<file path="config.mk">
export PLATFORM = sky130hd
export DESIGN_NAME = pwm_timer_capture_mode_select
export DESIGN_NICKNAME = d
export VERILOG_FILES = /design/src/hw/capmode_pkg.sv /design/src/hw/capture_channel.sv /design/src/hw/hall_sampler.sv /design/src/hw/pwm_timer_capture_mode_select.sv
export SDC_FILE = /design/constraint.sdc
export NUM_CORES = 1
export LEC_CHECK = 0
export ABC_CLOCK_PERIOD_IN_PS = 12600
export BUFFER_PORTS_ARGS = -buffer_cell sky130_fd_sc_hd__buf_2
export CAP_MARGIN = 10
export CORE_ASPECT_RATIO = 1.4
export CORE_MARGIN = 2
export CORE_UTILIZATION = 58
export DETAILED_ROUTE_END_ITERATION = 8
export PLACE_DENSITY = 0.8
export SYNTH_ARGS = -nofsm -noshare
export SYNTH_HDL_FRONTEND = slang
export SYNTH_SLANG_ARGS = --single-unit
</file>
<file path="constraint.sdc">
create_clock -name clock_in -period 12.6 [get_ports clock_in]
set_input_delay 2.52 -clock clock_in [delete_from_list [all_inputs] [get_ports clock_in]]
set_output_delay 2.52 -clock clock_in [all_outputs]
set_load 0.005 [all_outputs]
</file>
<file path="src/hw/capmode_pkg.sv">
// constants and codes for the capture/compare mode selection block
package capmode_pkg;
  // register byte offsets
  localparam logic [7:0] OFFSET_MODE = 8'h00;
  localparam logic [7:0] OFFSET_CONTROL = 8'h04;
  localparam logic [7:0] OFFSET_STAGED = 8'h08;
  localparam logic [7:0] OFFSET_STATUS = 8'h0c;
  localparam logic [7:0] OFFSET_CAPTURE0 = 8'h10;
  localparam logic [7:0] OFFSET_SHADOW0 = 8'h20;
  // mode register layout
  localparam int MODE_FIELD_WIDTH = 4;
  localparam int HSYNC_LSB = 12;
  localparam int DELAY_BYPASS_BIT = 15;
  localparam logic [15:0] MODE_RESET = 16'h0000;
  // control register layout
  localparam int SOFTWARE_HALL_TRIGGER_BIT = 0;
  localparam int DTLOAD_LSB = 8;
  localparam logic [5:0] DTLOAD_RESET = 6'h01;
  // status register layout
  localparam int STATUS_PATTERN_LSB = 4;
  localparam int STATUS_DTC_LSB = 8;
  // channel mode codes
  localparam logic [3:0] MODE_CMP_NONE = 4'h0;
  localparam logic [3:0] MODE_CMP_PIN = 4'h1;
  localparam logic [3:0] MODE_CMP_COMP = 4'h2;
  localparam logic [3:0] MODE_CMP_BOTH = 4'h3;
  localparam logic [3:0] MODE_DBL_SPLIT = 4'h4;
  localparam logic [3:0] MODE_DBL_RISE = 4'h5;
  localparam logic [3:0] MODE_DBL_FALL = 4'h6;
  localparam logic [3:0] MODE_DBL_ANY = 4'h7;
  localparam logic [3:0] MODE_HALL = 4'h8;
  localparam logic [3:0] MODE_HYST = 4'h9;
  localparam logic [3:0] MODE_MI_RF = 4'ha;
  localparam logic [3:0] MODE_MI_FR = 4'hb;
  localparam logic [3:0] MODE_MI_RR = 4'hc;
  localparam logic [3:0] MODE_MI_FF = 4'hd;
  localparam logic [3:0] MODE_MI_AA = 4'he;
  localparam logic [3:0] MODE_RESERVED = 4'hf;
  // hall sampling source codes
  localparam logic [2:0] HSYNC_POS_EDGE = 3'h0;
  localparam logic [2:0] HSYNC_SEC_MATCH = 3'h1;
  localparam logic [2:0] HSYNC_SEC_PERIOD = 3'h2;
  localparam logic [2:0] HSYNC_OFF = 3'h3;
  localparam logic [2:0] HSYNC_MAIN_PERIOD = 3'h4;
  localparam logic [2:0] HSYNC_MAIN_ONE = 3'h5;
  localparam logic [2:0] HSYNC_CH1_UP = 3'h6;
  localparam logic [2:0] HSYNC_CH1_DOWN = 3'h7;
  // axi responses
  localparam logic [1:0] RESP_OKAY = 2'h0;
  localparam logic [1:0] RESP_SLVERR = 2'h2;
endpackage

</file>
<file path="src/hw/capture_channel.sv">
// one capture/compare channel: capture, shadow, state bit and pin drive
module capture_channel
  import capmode_pkg::*;
(
  input wire logic clock_in,
  input wire logic reset_in,
  input wire logic [3:0] mode_in,
  input wire logic [15:0] timer_value_in,
  input wire logic pin_rise_in,
  input wire logic pin_fall_in,
  input wire logic pos_rise_in,
  input wire logic pos_fall_in,
  input wire logic pos_level_in,
  input wire logic compare_match_in,
  input wire logic compare_clear_in,
  input wire logic hall_capture_in,
  output logic [15:0] capture_out,
  output logic [15:0] shadow_out,
  output logic state_out,
  output logic pin_level_out,
  output logic pin_oe_out,
  output logic comp_level_out,
  output logic comp_oe_out,
  output logic deadtime_start_out
);
  // modes in which the state bit follows compare events
  function automatic logic is_compare(input logic [3:0] mode);
    is_compare = (mode <= MODE_CMP_BOTH) || (mode == MODE_HALL) || (mode == MODE_HYST);
  endfunction

  // capture and shadow registers per mode
  always_ff @(posedge clock_in or posedge reset_in)
  begin
    if (reset_in)
    begin
      capture_out <= 16'h0000;
      shadow_out <= 16'h0000;
    end
    else
    begin
      case (mode_in)
        MODE_DBL_SPLIT:
        begin
          if (pin_rise_in) capture_out <= timer_value_in;
          if (pin_fall_in) shadow_out <= timer_value_in;
        end
        MODE_DBL_RISE, MODE_DBL_FALL, MODE_DBL_ANY:
        begin
          if ((pin_rise_in && mode_in != MODE_DBL_FALL) || (pin_fall_in && mode_in != MODE_DBL_RISE))
          begin
            capture_out <= shadow_out;
            shadow_out <= timer_value_in;
          end
        end
        MODE_HALL:
          if (hall_capture_in) capture_out <= timer_value_in;
        MODE_MI_RF, MODE_MI_FR, MODE_MI_RR, MODE_MI_FF, MODE_MI_AA:
        begin
          if ((pin_rise_in && mode_in != MODE_MI_FR && mode_in != MODE_MI_FF)
              || (pin_fall_in && mode_in != MODE_MI_RF && mode_in != MODE_MI_RR))
            capture_out <= timer_value_in;
          if ((pos_rise_in && mode_in != MODE_MI_RF && mode_in != MODE_MI_FF)
              || (pos_fall_in && mode_in != MODE_MI_FR && mode_in != MODE_MI_RR))
            shadow_out <= timer_value_in;
        end
        default: ; // compare and reserved codes capture nothing
      endcase
    end
  end

  // state bit: set by compare, cleared by clear event or position fall
  always_ff @(posedge clock_in or posedge reset_in)
  begin
    if (reset_in)
      state_out <= 1'b0;
    else if (is_compare(mode_in) && compare_match_in && (mode_in != MODE_HYST || pos_level_in))
      state_out <= 1'b1;
    else if (mode_in == MODE_HYST && pos_fall_in)
      state_out <= 1'b0;
    else if (is_compare(mode_in) && compare_clear_in)
      state_out <= 1'b0;
  end

  // pin drive and dead-time start
  always_ff @(posedge clock_in or posedge reset_in)
  begin
    if (reset_in)
    begin
      pin_level_out <= 1'b0;
      comp_level_out <= 1'b1;
      pin_oe_out <= 1'b0;
      comp_oe_out <= 1'b0;
      deadtime_start_out <= 1'b0;
    end
    else
    begin
      pin_level_out <= state_out;
      comp_level_out <= ~state_out;
      pin_oe_out <= (mode_in == MODE_CMP_PIN) || (mode_in == MODE_CMP_BOTH) || (mode_in == MODE_HYST);
      comp_oe_out <= (mode_in == MODE_CMP_COMP) || (mode_in == MODE_CMP_BOTH) || (mode_in == MODE_HYST);
      deadtime_start_out <= (mode_in == MODE_HYST) && compare_match_in && pos_level_in && !state_out;
    end
  end
endmodule // capture_channel

</file>
<file path="src/hw/hall_sampler.sv">
// hall sampling trigger select, noise delay and pattern compare
module hall_sampler
  import capmode_pkg::*;
(
  input wire logic clock_in,
  input wire logic reset_in,
  input wire logic hall_enable_in,
  input wire logic [2:0] source_in,
  input wire logic bypass_in,
  input wire logic [5:0] delay_load_in,
  input wire logic [2:0] position_in,
  input wire logic position_edge_in,
  input wire logic [5:0] match_events_in,
  input wire logic software_trigger_in,
  output logic [2:0] pattern_out,
  output logic hall_event_out,
  output logic [5:0] deadtime_count_out
);
  typedef enum logic {HALL_IDLE, HALL_DELAY} hall_state_t;
  hall_state_t state;
  logic trigger;
  logic sample_now;

  // source selection, software trigger works in every setting
  always_comb
  begin
    case (source_in)
      HSYNC_POS_EDGE: trigger = position_edge_in && hall_enable_in;
      HSYNC_OFF: trigger = 1'b0;
      default: trigger = match_events_in[source_in - 3'h1 - {2'b00, source_in[2]}];
    endcase
    trigger = trigger || software_trigger_in;
    sample_now = 1'b0;
    case (state)
      HALL_IDLE: sample_now = trigger && (bypass_in || delay_load_in <= 6'h01);
      HALL_DELAY: sample_now = (deadtime_count_out == 6'h01);
      default: sample_now = 1'b0;
    endcase
  end

  // dead-time counter counting down to one as noise delay
  always_ff @(posedge clock_in or posedge reset_in)
  begin
    if (reset_in)
    begin
      state <= HALL_IDLE;
      deadtime_count_out <= 6'h00;
    end
    else
    begin
      case (state)
        HALL_IDLE:
          if (trigger && !sample_now)
          begin
            state <= HALL_DELAY;
            deadtime_count_out <= delay_load_in;
          end
        HALL_DELAY:
          if (sample_now)
            state <= HALL_IDLE;
          else
            deadtime_count_out <= deadtime_count_out - 6'h01;
        default: state <= HALL_IDLE;
      endcase
    end
  end

  // sample pattern; a changed pattern is a valid hall event
  always_ff @(posedge clock_in or posedge reset_in)
  begin
    if (reset_in)
    begin
      pattern_out <= 3'h0;
      hall_event_out <= 1'b0;
    end
    else
    begin
      hall_event_out <= sample_now && hall_enable_in && (position_in != pattern_out);
      if (sample_now)
        pattern_out <= position_in;
    end
  end
endmodule // hall_sampler

</file>
<file path="src/hw/pwm_timer_capture_mode_select.sv">
// capture/compare mode selection with axi4-lite register access
//
// Decided for this implementation: register access over AXI4-Lite and the address map.
module pwm_timer_capture_mode_select
  import capmode_pkg::*;
(
  input wire logic clock_in,
  input wire logic reset_in,
  input wire logic s_axi_awvalid_in,
  output logic s_axi_awready_out,
  input wire logic [7:0] s_axi_awaddr_in,
  input wire logic s_axi_wvalid_in,
  output logic s_axi_wready_out,
  input wire logic [31:0] s_axi_wdata_in,
  input wire logic [3:0] s_axi_wstrb_in,
  output logic s_axi_bvalid_out,
  input wire logic s_axi_bready_in,
  output logic [1:0] s_axi_bresp_out,
  input wire logic s_axi_arvalid_in,
  output logic s_axi_arready_out,
  input wire logic [7:0] s_axi_araddr_in,
  output logic s_axi_rvalid_out,
  input wire logic s_axi_rready_in,
  output logic [31:0] s_axi_rdata_out,
  output logic [1:0] s_axi_rresp_out,
  input wire logic [15:0] timer_value_in,
  input wire logic timer_running_in,
  input wire logic transfer_event_in,
  input wire logic [2:0] channel_pin_in,
  input wire logic [2:0] position_input_in,
  input wire logic [2:0] compare_match_in,
  input wire logic [2:0] compare_clear_in,
  input wire logic secondary_compare_in,
  input wire logic secondary_period_in,
  input wire logic main_period_up_in,
  input wire logic main_one_down_in,
  input wire logic ch1_match_up_in,
  input wire logic ch1_match_down_in,
  output logic [2:0] channel_pin_out,
  output logic [2:0] channel_pin_oe_out,
  output logic [2:0] complementary_output_pin_out,
  output logic [2:0] complementary_output_pin_oe_out,
  output logic [2:0] deadtime_start_out,
  output logic [2:0] hall_pattern_out,
  output logic timer_reset_out,
  output logic phase_delay_out,
  output logic hall_timeout_out
);
  // register state
  logic [15:0] capture_compare_mode_select;
  logic [15:0] staged_mode;
  logic mode_pending;
  logic [5:0] deadtime_load;
  logic software_hall_trigger;

  // bus slave state
  logic aw_held;
  logic w_held;
  logic [7:0] write_addr;
  logic [31:0] write_data;
  logic [3:0] write_strb;
  logic write_fire;
  logic [31:0] staged_merge;

  // input synchronisers
  logic [2:0] pin_meta;
  logic [2:0] pin_sync;
  logic [2:0] pin_prev;
  logic [2:0] pos_meta;
  logic [2:0] pos_sync;
  logic [2:0] pos_prev;
  logic [2:0] pin_rise;
  logic [2:0] pin_fall;
  logic [2:0] pos_rise;
  logic [2:0] pos_fall;

  // channel results
  logic [15:0] capture_value [3];
  logic [15:0] shadow_value [3];
  logic [2:0] state_bits;
  logic [2:0] chan_pin_level;
  logic [2:0] chan_pin_oe;
  logic [2:0] chan_comp_level;
  logic [2:0] chan_comp_oe;
  logic [2:0] chan_deadtime;

  // hall results
  logic hall_mode;
  logic hall_event;
  logic [2:0] hall_pattern;
  logic [5:0] deadtime_count;
  logic [31:0] read_value;
  logic read_hit;

  // mode field of one channel
  function automatic logic [3:0] channel_mode_field(input logic [15:0] reg_value, input int index);
    channel_mode_field = reg_value[index * MODE_FIELD_WIDTH +: MODE_FIELD_WIDTH];
  endfunction

  // merge written bytes into a 32-bit value
  function automatic logic [31:0] merge_bytes(input logic [31:0] old_value, input logic [31:0] new_value,
                                              input logic [3:0] strb);
    logic [31:0] result;
    result = old_value;
    for (int b = 0; b < 4; b++)
      if (strb[b]) result[b * 8 +: 8] = new_value[b * 8 +: 8];
    merge_bytes = result;
  endfunction

  // two-flop synchronisers plus one flop for edge detection
  always_ff @(posedge clock_in or posedge reset_in)
  begin
    if (reset_in)
    begin
      pin_meta <= 3'h0;
      pin_sync <= 3'h0;
      pin_prev <= 3'h0;
      pos_meta <= 3'h0;
      pos_sync <= 3'h0;
      pos_prev <= 3'h0;
    end
    else
    begin
      pin_meta <= channel_pin_in;
      pin_sync <= pin_meta;
      pin_prev <= pin_sync;
      pos_meta <= position_input_in;
      pos_sync <= pos_meta;
      pos_prev <= pos_sync;
    end
  end

  // edge detection on synchronised levels
  assign pin_rise = pin_sync & ~pin_prev;
  assign pin_fall = ~pin_sync & pin_prev;
  assign pos_rise = pos_sync & ~pos_prev;
  assign pos_fall = ~pos_sync & pos_prev;

  // hall detection needs all three fields in hall mode
  assign hall_mode = (channel_mode_field(capture_compare_mode_select, 0) == MODE_HALL)
                     && (channel_mode_field(capture_compare_mode_select, 1) == MODE_HALL)
                     && (channel_mode_field(capture_compare_mode_select, 2) == MODE_HALL);

  // write address channel
  always_ff @(posedge clock_in or posedge reset_in)
  begin
    if (reset_in)
    begin
      aw_held <= 1'b0;
      s_axi_awready_out <= 1'b1;
      write_addr <= 8'h00;
    end
    else if (s_axi_awvalid_in && s_axi_awready_out)
    begin
      aw_held <= 1'b1;
      s_axi_awready_out <= 1'b0;
      write_addr <= s_axi_awaddr_in;
    end
    else if (s_axi_bvalid_out && s_axi_bready_in)
    begin
      aw_held <= 1'b0;
      s_axi_awready_out <= 1'b1;
    end
  end

  // write data channel
  always_ff @(posedge clock_in or posedge reset_in)
  begin
    if (reset_in)
    begin
      w_held <= 1'b0;
      s_axi_wready_out <= 1'b1;
      write_data <= 32'h0000_0000;
      write_strb <= 4'h0;
    end
    else if (s_axi_wvalid_in && s_axi_wready_out)
    begin
      w_held <= 1'b1;
      s_axi_wready_out <= 1'b0;
      write_data <= s_axi_wdata_in;
      write_strb <= s_axi_wstrb_in;
    end
    else if (s_axi_bvalid_out && s_axi_bready_in)
    begin
      w_held <= 1'b0;
      s_axi_wready_out <= 1'b1;
    end
  end

  assign write_fire = aw_held && w_held && !s_axi_bvalid_out;
  // staged word with the written bytes merged in
  assign staged_merge = merge_bytes({16'h0000, staged_mode}, write_data, write_strb);

  // write response, error for every offset except staged and control
  always_ff @(posedge clock_in or posedge reset_in)
  begin
    if (reset_in)
    begin
      s_axi_bvalid_out <= 1'b0;
      s_axi_bresp_out <= RESP_OKAY;
    end
    else if (write_fire)
    begin
      s_axi_bvalid_out <= 1'b1;
      if (write_addr == OFFSET_STAGED || write_addr == OFFSET_CONTROL)
        s_axi_bresp_out <= RESP_OKAY;
      else
        s_axi_bresp_out <= RESP_SLVERR;
    end
    else if (s_axi_bready_in)
      s_axi_bvalid_out <= 1'b0;
  end

  // mode staging and concurrent commit
  always_ff @(posedge clock_in or posedge reset_in)
  begin
    if (reset_in)
    begin
      staged_mode <= MODE_RESET;
      mode_pending <= 1'b0;
      capture_compare_mode_select <= MODE_RESET;
    end
    else
    begin
      if (mode_pending && (transfer_event_in || !timer_running_in))
        capture_compare_mode_select <= staged_mode;
      if (write_fire && write_addr == OFFSET_STAGED)
      begin
        staged_mode <= staged_merge[15:0];
        mode_pending <= 1'b1; // a new write wins over the commit
      end
      else if (transfer_event_in || !timer_running_in)
        mode_pending <= 1'b0;
    end
  end

  // control: delay load and software hall trigger pulse
  always_ff @(posedge clock_in or posedge reset_in)
  begin
    if (reset_in)
    begin
      deadtime_load <= DTLOAD_RESET;
      software_hall_trigger <= 1'b0;
    end
    else
    begin
      software_hall_trigger <= write_fire && write_addr == OFFSET_CONTROL
                               && write_strb[0] && write_data[SOFTWARE_HALL_TRIGGER_BIT];
      if (write_fire && write_addr == OFFSET_CONTROL && write_strb[1])
        deadtime_load <= write_data[DTLOAD_LSB +: 6];
    end
  end

  // read decode
  always_comb
  begin
    read_hit = 1'b1;
    read_value = 32'h0000_0000;
    case (s_axi_araddr_in)
      OFFSET_MODE: read_value = {16'h0000, capture_compare_mode_select};
      OFFSET_CONTROL: read_value = {18'h00000, deadtime_load, 8'h00};
      OFFSET_STAGED: read_value = {15'h0000, mode_pending, staged_mode};
      OFFSET_STATUS: read_value = {18'h00000, deadtime_count, 1'b0, hall_pattern, 1'b0, state_bits};
      OFFSET_CAPTURE0: read_value = {16'h0000, capture_value[0]};
      OFFSET_CAPTURE0 + 8'h04: read_value = {16'h0000, capture_value[1]};
      OFFSET_CAPTURE0 + 8'h08: read_value = {16'h0000, capture_value[2]};
      OFFSET_SHADOW0: read_value = {16'h0000, shadow_value[0]};
      OFFSET_SHADOW0 + 8'h04: read_value = {16'h0000, shadow_value[1]};
      OFFSET_SHADOW0 + 8'h08: read_value = {16'h0000, shadow_value[2]};
      default: read_hit = 1'b0;
    endcase
  end

  // read channel, data one cycle after address taken
  always_ff @(posedge clock_in or posedge reset_in)
  begin
    if (reset_in)
    begin
      s_axi_arready_out <= 1'b1;
      s_axi_rvalid_out <= 1'b0;
      s_axi_rdata_out <= 32'h0000_0000;
      s_axi_rresp_out <= RESP_OKAY;
    end
    else if (s_axi_arvalid_in && s_axi_arready_out)
    begin
      s_axi_arready_out <= 1'b0;
      s_axi_rvalid_out <= 1'b1;
      s_axi_rdata_out <= read_value;
      s_axi_rresp_out <= read_hit ? RESP_OKAY : RESP_SLVERR;
    end
    else if (s_axi_rvalid_out && s_axi_rready_in)
    begin
      s_axi_rvalid_out <= 1'b0;
      s_axi_arready_out <= 1'b1;
    end
  end

  // three independent channels
  for (genvar n = 0; n < 3; n++)
  begin : gen_channel
    capture_channel channel
    (
      .clock_in(clock_in),
      .reset_in(reset_in),
      .mode_in(channel_mode_field(capture_compare_mode_select, n)),
      .timer_value_in(timer_value_in),
      .pin_rise_in(pin_rise[n]),
      .pin_fall_in(pin_fall[n]),
      .pos_rise_in(pos_rise[n]),
      .pos_fall_in(pos_fall[n]),
      .pos_level_in(pos_sync[n]),
      .compare_match_in(compare_match_in[n]),
      .compare_clear_in(compare_clear_in[n]),
      .hall_capture_in(n == 0 ? hall_event : 1'b0),
      .capture_out(capture_value[n]),
      .shadow_out(shadow_value[n]),
      .state_out(state_bits[n]),
      .pin_level_out(chan_pin_level[n]),
      .pin_oe_out(chan_pin_oe[n]),
      .comp_level_out(chan_comp_level[n]),
      .comp_oe_out(chan_comp_oe[n]),
      .deadtime_start_out(chan_deadtime[n])
    );
  end

  // hall sampling path
  hall_sampler hall
  (
    .clock_in(clock_in),
    .reset_in(reset_in),
    .hall_enable_in(hall_mode),
    .source_in(capture_compare_mode_select[HSYNC_LSB +: 3]),
    .bypass_in(capture_compare_mode_select[DELAY_BYPASS_BIT]),
    .delay_load_in(deadtime_load),
    .position_in(pos_sync),
    .position_edge_in(|(pos_rise | pos_fall)),
    .match_events_in({ch1_match_down_in, ch1_match_up_in, main_one_down_in, main_period_up_in,
                      secondary_period_in, secondary_compare_in}),
    .software_trigger_in(software_hall_trigger),
    .pattern_out(hall_pattern),
    .hall_event_out(hall_event),
    .deadtime_count_out(deadtime_count)
  );

  // registered pin outputs
  always_ff @(posedge clock_in or posedge reset_in)
  begin
    if (reset_in)
    begin
      channel_pin_out <= 3'h0;
      channel_pin_oe_out <= 3'h0;
      complementary_output_pin_out <= 3'h0;
      complementary_output_pin_oe_out <= 3'h0;
      deadtime_start_out <= 3'h0;
      hall_pattern_out <= 3'h0;
    end
    else
    begin
      channel_pin_out <= chan_pin_level;
      channel_pin_oe_out <= chan_pin_oe;
      complementary_output_pin_out <= chan_comp_level;
      complementary_output_pin_oe_out <= chan_comp_oe;
      deadtime_start_out <= chan_deadtime;
      hall_pattern_out <= hall_pattern;
    end
  end

  // hall mode timer reset, phase delay and time-out
  always_ff @(posedge clock_in or posedge reset_in)
  begin
    if (reset_in)
    begin
      timer_reset_out <= 1'b0;
      phase_delay_out <= 1'b0;
      hall_timeout_out <= 1'b0;
    end
    else
    begin
      timer_reset_out <= hall_event && hall_mode;
      phase_delay_out <= hall_mode && compare_match_in[1];
      hall_timeout_out <= hall_mode && compare_match_in[2];
    end
  end
endmodule // pwm_timer_capture_mode_select

</file>
==> results by group <==
Status
  • Outcome: finished clean

Setup path
  • Critical Path Source Type: input port
  • Reg2reg end: gen_channel[2].channel.capture_out[10]
  • Category of the worst setup path capture point: register
  • Worst-path cell chain: buf_2, nor4_4, a22oi_1, o22ai_1, a2111oi_0, o21ai_0
  • Depth of the worst register-to-register path: 4
  • Max FO, Critical Path: 17
  • Crit. Startpoint: s_axi_araddr_in[3]
  • Setup slack of the most critical reg-to-reg path: 9.87 ns
  • Endpoint arrival time on the critical path: 4.60 ns
  • Delay of the slowest cell on the worst path: 1.08 ns
  • Category of cells accounting for the largest share of critical-path delay: simple AND/OR/NAND/NOR gates
  • Endpoint required time on the critical path: 13.02 ns
  • Number of buffer and inverter stages on the critical path: 1
  • Cell with the largest stage delay on the worst path: sky130_fd_sc_hd__nor4_4
  • Kind of critical path: in2reg
  • Crit Reg-Reg Startpoint: capture_compare_mode_select[10]

Synthesis
  • Ys flop type: sky130_fd_sc_hd__dfrtp_1
  • Synthesized instance count: 990
  • Largest area contributor in the netlist: sky130_fd_sc_hd__dfrtp_1
  • Mean area per synthesized cell: 12.57 sq um
  • Post-Syn Area: 12450 sq um
  • Number of synthesized register bits: 256
  • Top area cells in the synthesized netlist: sky130_fd_sc_hd__dfrtp_1 (50%), sky130_fd_sc_hd__mux2_2 (13%), sky130_fd_sc_hd__mux2_4 (4.9%), sky130_fd_sc_hd__a22oi_1 (3.0%), sky130_fd_sc_hd__mux2_1 (2.6%)
  • Number of flops mapped to enable cells by yosys: 0
  • Post-synthesis sequential area ratio: 51.54%
  • Fraction of post-synthesis cell area in the top cell type by area: 50.07%
  • Synth Warn #: 0
  • Library cells used by synthesis: 81
  • Proportion of synthesized flip-flops having asynchronous set or reset: 100.0%

Die
  • Area enclosed by the die boundary: 22660 sq um
  • Initial core utilization: 58.91%
  • Die Ht: 177.3 um
  • Number of primary I/O pins: 157
  • X dimension of the die: 127.8 um
  • Number of rows in the core area: 63
  • Core region area: 21130 sq um

Hold path
  • Hold Path Depth: 0
  • Min-Delay Endpoint: channel_pin_out[1]
  • Hold WC Path Type: reg2reg
  • Hold wc startpoint: gen_channel[1].channel.pin_level_out

Clocking
  • Buffer depth of the longest clock path: 3
  • Post-CTS Setup Inserts: 0
  • Number of buffers added by the clock tree synthesis step: 25
  • Clock latency at the later pin of the worst-skew pair: 0.52 ns
  • Cell chosen for the clock root: sky130_fd_sc_hd__clkbuf_16
  • H-tree Lvls: 1
  • Hold buffer count at cts: 0
  • Total of cells resized after clock tree synthesis: 0
  • Clock-pin slew on the worst setup and hold paths: 0.06 ns
  • CTS tree: done
  • Clock net sink count: 256

Placed design
  • Post-DP Area: 13090 sq um
  • Placer's final routability congestion estimate: 0.8966
  • I/O Buffers: 121
  • Sum of net half-perimeters after detailed placement: 19.76 mm

STA
  • Slew margin rel.: 10.93%
  • Final Critical Period: 4.184 ns
  • Period utilization: 33.21%
  • Number of pins exceeding their max-slew limit in the final report: 0
  • Sum of negative setup slack: 0 ns
  • Unrepaired setup endpoints after global routing: no
  • Highest achievable clock rate: 239.0 MHz
  • Setup violations, final: 0
  • Hold violation total from the final report: 0
  • Setup Skew: 0.01677 ns
  • Slew at the pin with the worst max-slew slack: 1.335 ns

GRT
  • Total congestion overflow: 0
  • Initial antenna violation count: 1
  • Global-route track usage on met1: 35.84%
  • Global-route wire length before repair: 47.65 mm
  • Largest net degree at the start of global routing: 120
  • Total track usage: 27.06%
  • Met3 routing resource usage after global routing: 4.100%
  • Via count of the first global-routing pass: 8670
  • Grt peak-use layer: met2
  • Met2 Track Usage GR: 44.59%

Layout
  • Layout-stage area growth over the synthesis result: 12.03%
  • Post-route cell area: 13940 sq um
  • Commonest cells after routing, fill and taps aside: sky130_fd_sc_hd__dfrtp_1 (249), sky130_fd_sc_hd__mux2_2 (144), sky130_fd_sc_hd__buf_2 (121), sky130_fd_sc_hd__nand2_1 (56), sky130_fd_sc_hd__a22oi_1 (49)
  • Fillers: 1598
  • Net count of the finished layout: 1199
  • Share of final-layout standard cells stronger than drive strength 1: 35.07%
  • Most common library cell in the layout ignoring fill and taps: sky130_fd_sc_hd__dfrtp_1

Drt
  • Routed len/inst: 22.15 um
  • Routed via count: 8639
  • Number of DRC markers in iteration 0: 845
  • Number of antenna-violating nets in the routed design: 0
  • Routed via count divided by cell count: 6.292
  • DR pass1 iterations: 6
  • DRC violation count after routing: 0
  • WL final: 30.41 mm

Power and ir drop
  • Switching portion of total power: 21.63%
  • Sequential share of power: 49.4%
  • Design internal power: 1.338 mW
  • Worst ir drop on vdd: 0.0001033 V
  • Leak pwr: 6.555 nW
  • Share of total power in the clock network: 45.7%
  • Combinational power share: 4.9%
  • Cell area power density: 122.5 nW/um^2
  • Switching power: 369.4 uW

Flow run
  • Number of violations of the max-capacitance limit: 0
==> kinds of logic (layout without fill, tap and decap cells) <==
| kind of cell | Yosys count | in the layout | synth area share (%) |
|---|---|---|---|
| xor+xnor | 4 | 4 | 0.2815 |
| compound gates | 196 | 196 | 11.55 |
| buf+inv | 96 | 202 | 4.383 |
| simple gates | 197 | 197 | 9.219 |
| other cells | 1 | 18 | 0.03013 |
| flops | 256 | 256 | 51.54 |
| mux | 229 | 229 | 21.91 |
| fa+ha+maj | 11 | 11 | 1.086 |
==> cell usage after synthesis (all sizes together) (4+ instances only) <==
master / n
dfrtp: 249
mux2: 214
buf: 59
nand2: 56
a22oi: 49
o21ai: 46
nor2: 29
inv: 26
a21oi: 21
nand3: 21
o22ai: 17
nand2b: 16
nor3: 16
mux2i: 14
clkbuf: 11
and2: 10
ha: 10
nor3b: 9
a32o: 7
dfstp: 7
nor2b: 7
nor4: 7
nand3b: 6
nor4b: 6
a21o: 5
a31oi: 5
a22o: 4
a2bb2oi: 4
a32oi: 4
==> state kept, by name (all words and copies together), names as in the netlist, 6 cells and up <==
signal                           flops
gen_channel.channel.capture_out     48
gen_channel.channel.shadow_out      48
s_axi_rdata_out                     17
capture_compare_mode_select         16
staged_mode                         16
write_data                          16
write_addr                           8
deadtime_load                        6
hall.deadtime_count_out              6
==> per-stage QoR <==
stage	std cells	utilization [%]	hold WS [ns]	setup WS, ns	total power [mW]
after floorplan	1006	-	0.3312	3.050	0.9094
after detailed placement	1327	61.95	0.3347	7.963	0.9420
after global routing	1373	66.00	0.3541	8.355	1.760
after CTS	1372	65.99	0.3472	8.459	1.719
final	1373	66.00	0.3472	8.416	1.708
after global placement	1327	61.95	0.3311	7.990	0.9398
==> per-layer routing <==
layer  share of wire [%]  wire [um]
met1                  40      12230
met5                   0          0
met4                 4.2       1263
met3                 6.5       1981
met2                  49      14940
==> worst max-delay path by stage <==
stage,slack (ns),depth (start not counted),end
after floorplan,3.05,1,aw_held
after global placement,7.99,5,s_axi_rdata_out[10]
after detailed placement,7.96,5,s_axi_rdata_out[10]
after CTS,8.46,5,s_axi_rdata_out[8]
after global routing,8.36,6,s_axi_rdata_out[6]
final,8.42,6,s_axi_rdata_out[2]
==> cell type report <==
class	count	area, sq um	share of cell area (%)
sequential	256	6415	46.01
multi-input combinational	654	5562	39.89
clock buffer	38	714.4	5.124
timing repair buffer	131	680.7	4.882
tap	260	325.3	2.333
clock inverter	7	138.9	0.9960
inverter	26	105.1	0.7538
antenna	1	2.502	0.01795
==> worst reg2reg max path, cell delays in order, from the launching register on <==
cell and delay, ns:
sky130_fd_sc_hd__dfrtp_1 0.66, sky130_fd_sc_hd__nand2b_1 0.18, sky130_fd_sc_hd__nor2_2 1.05, sky130_fd_sc_hd__mux2_2 0.43
sky130_fd_sc_hd__mux2_1 0.29
==> power by group through the flow <==
stage	clock network, mW	logic, mW	registers, mW
floorplan	0	0.0529	0.856
global placement	0	0.0821	0.858
detailed placement	0	0.0837	0.858
CTS	0.791	0.0843	0.843
global route	0.822	0.0934	0.844
finish	0.781	0.0839	0.843
No activity file was read; power rests on OpenSTA's default activity.
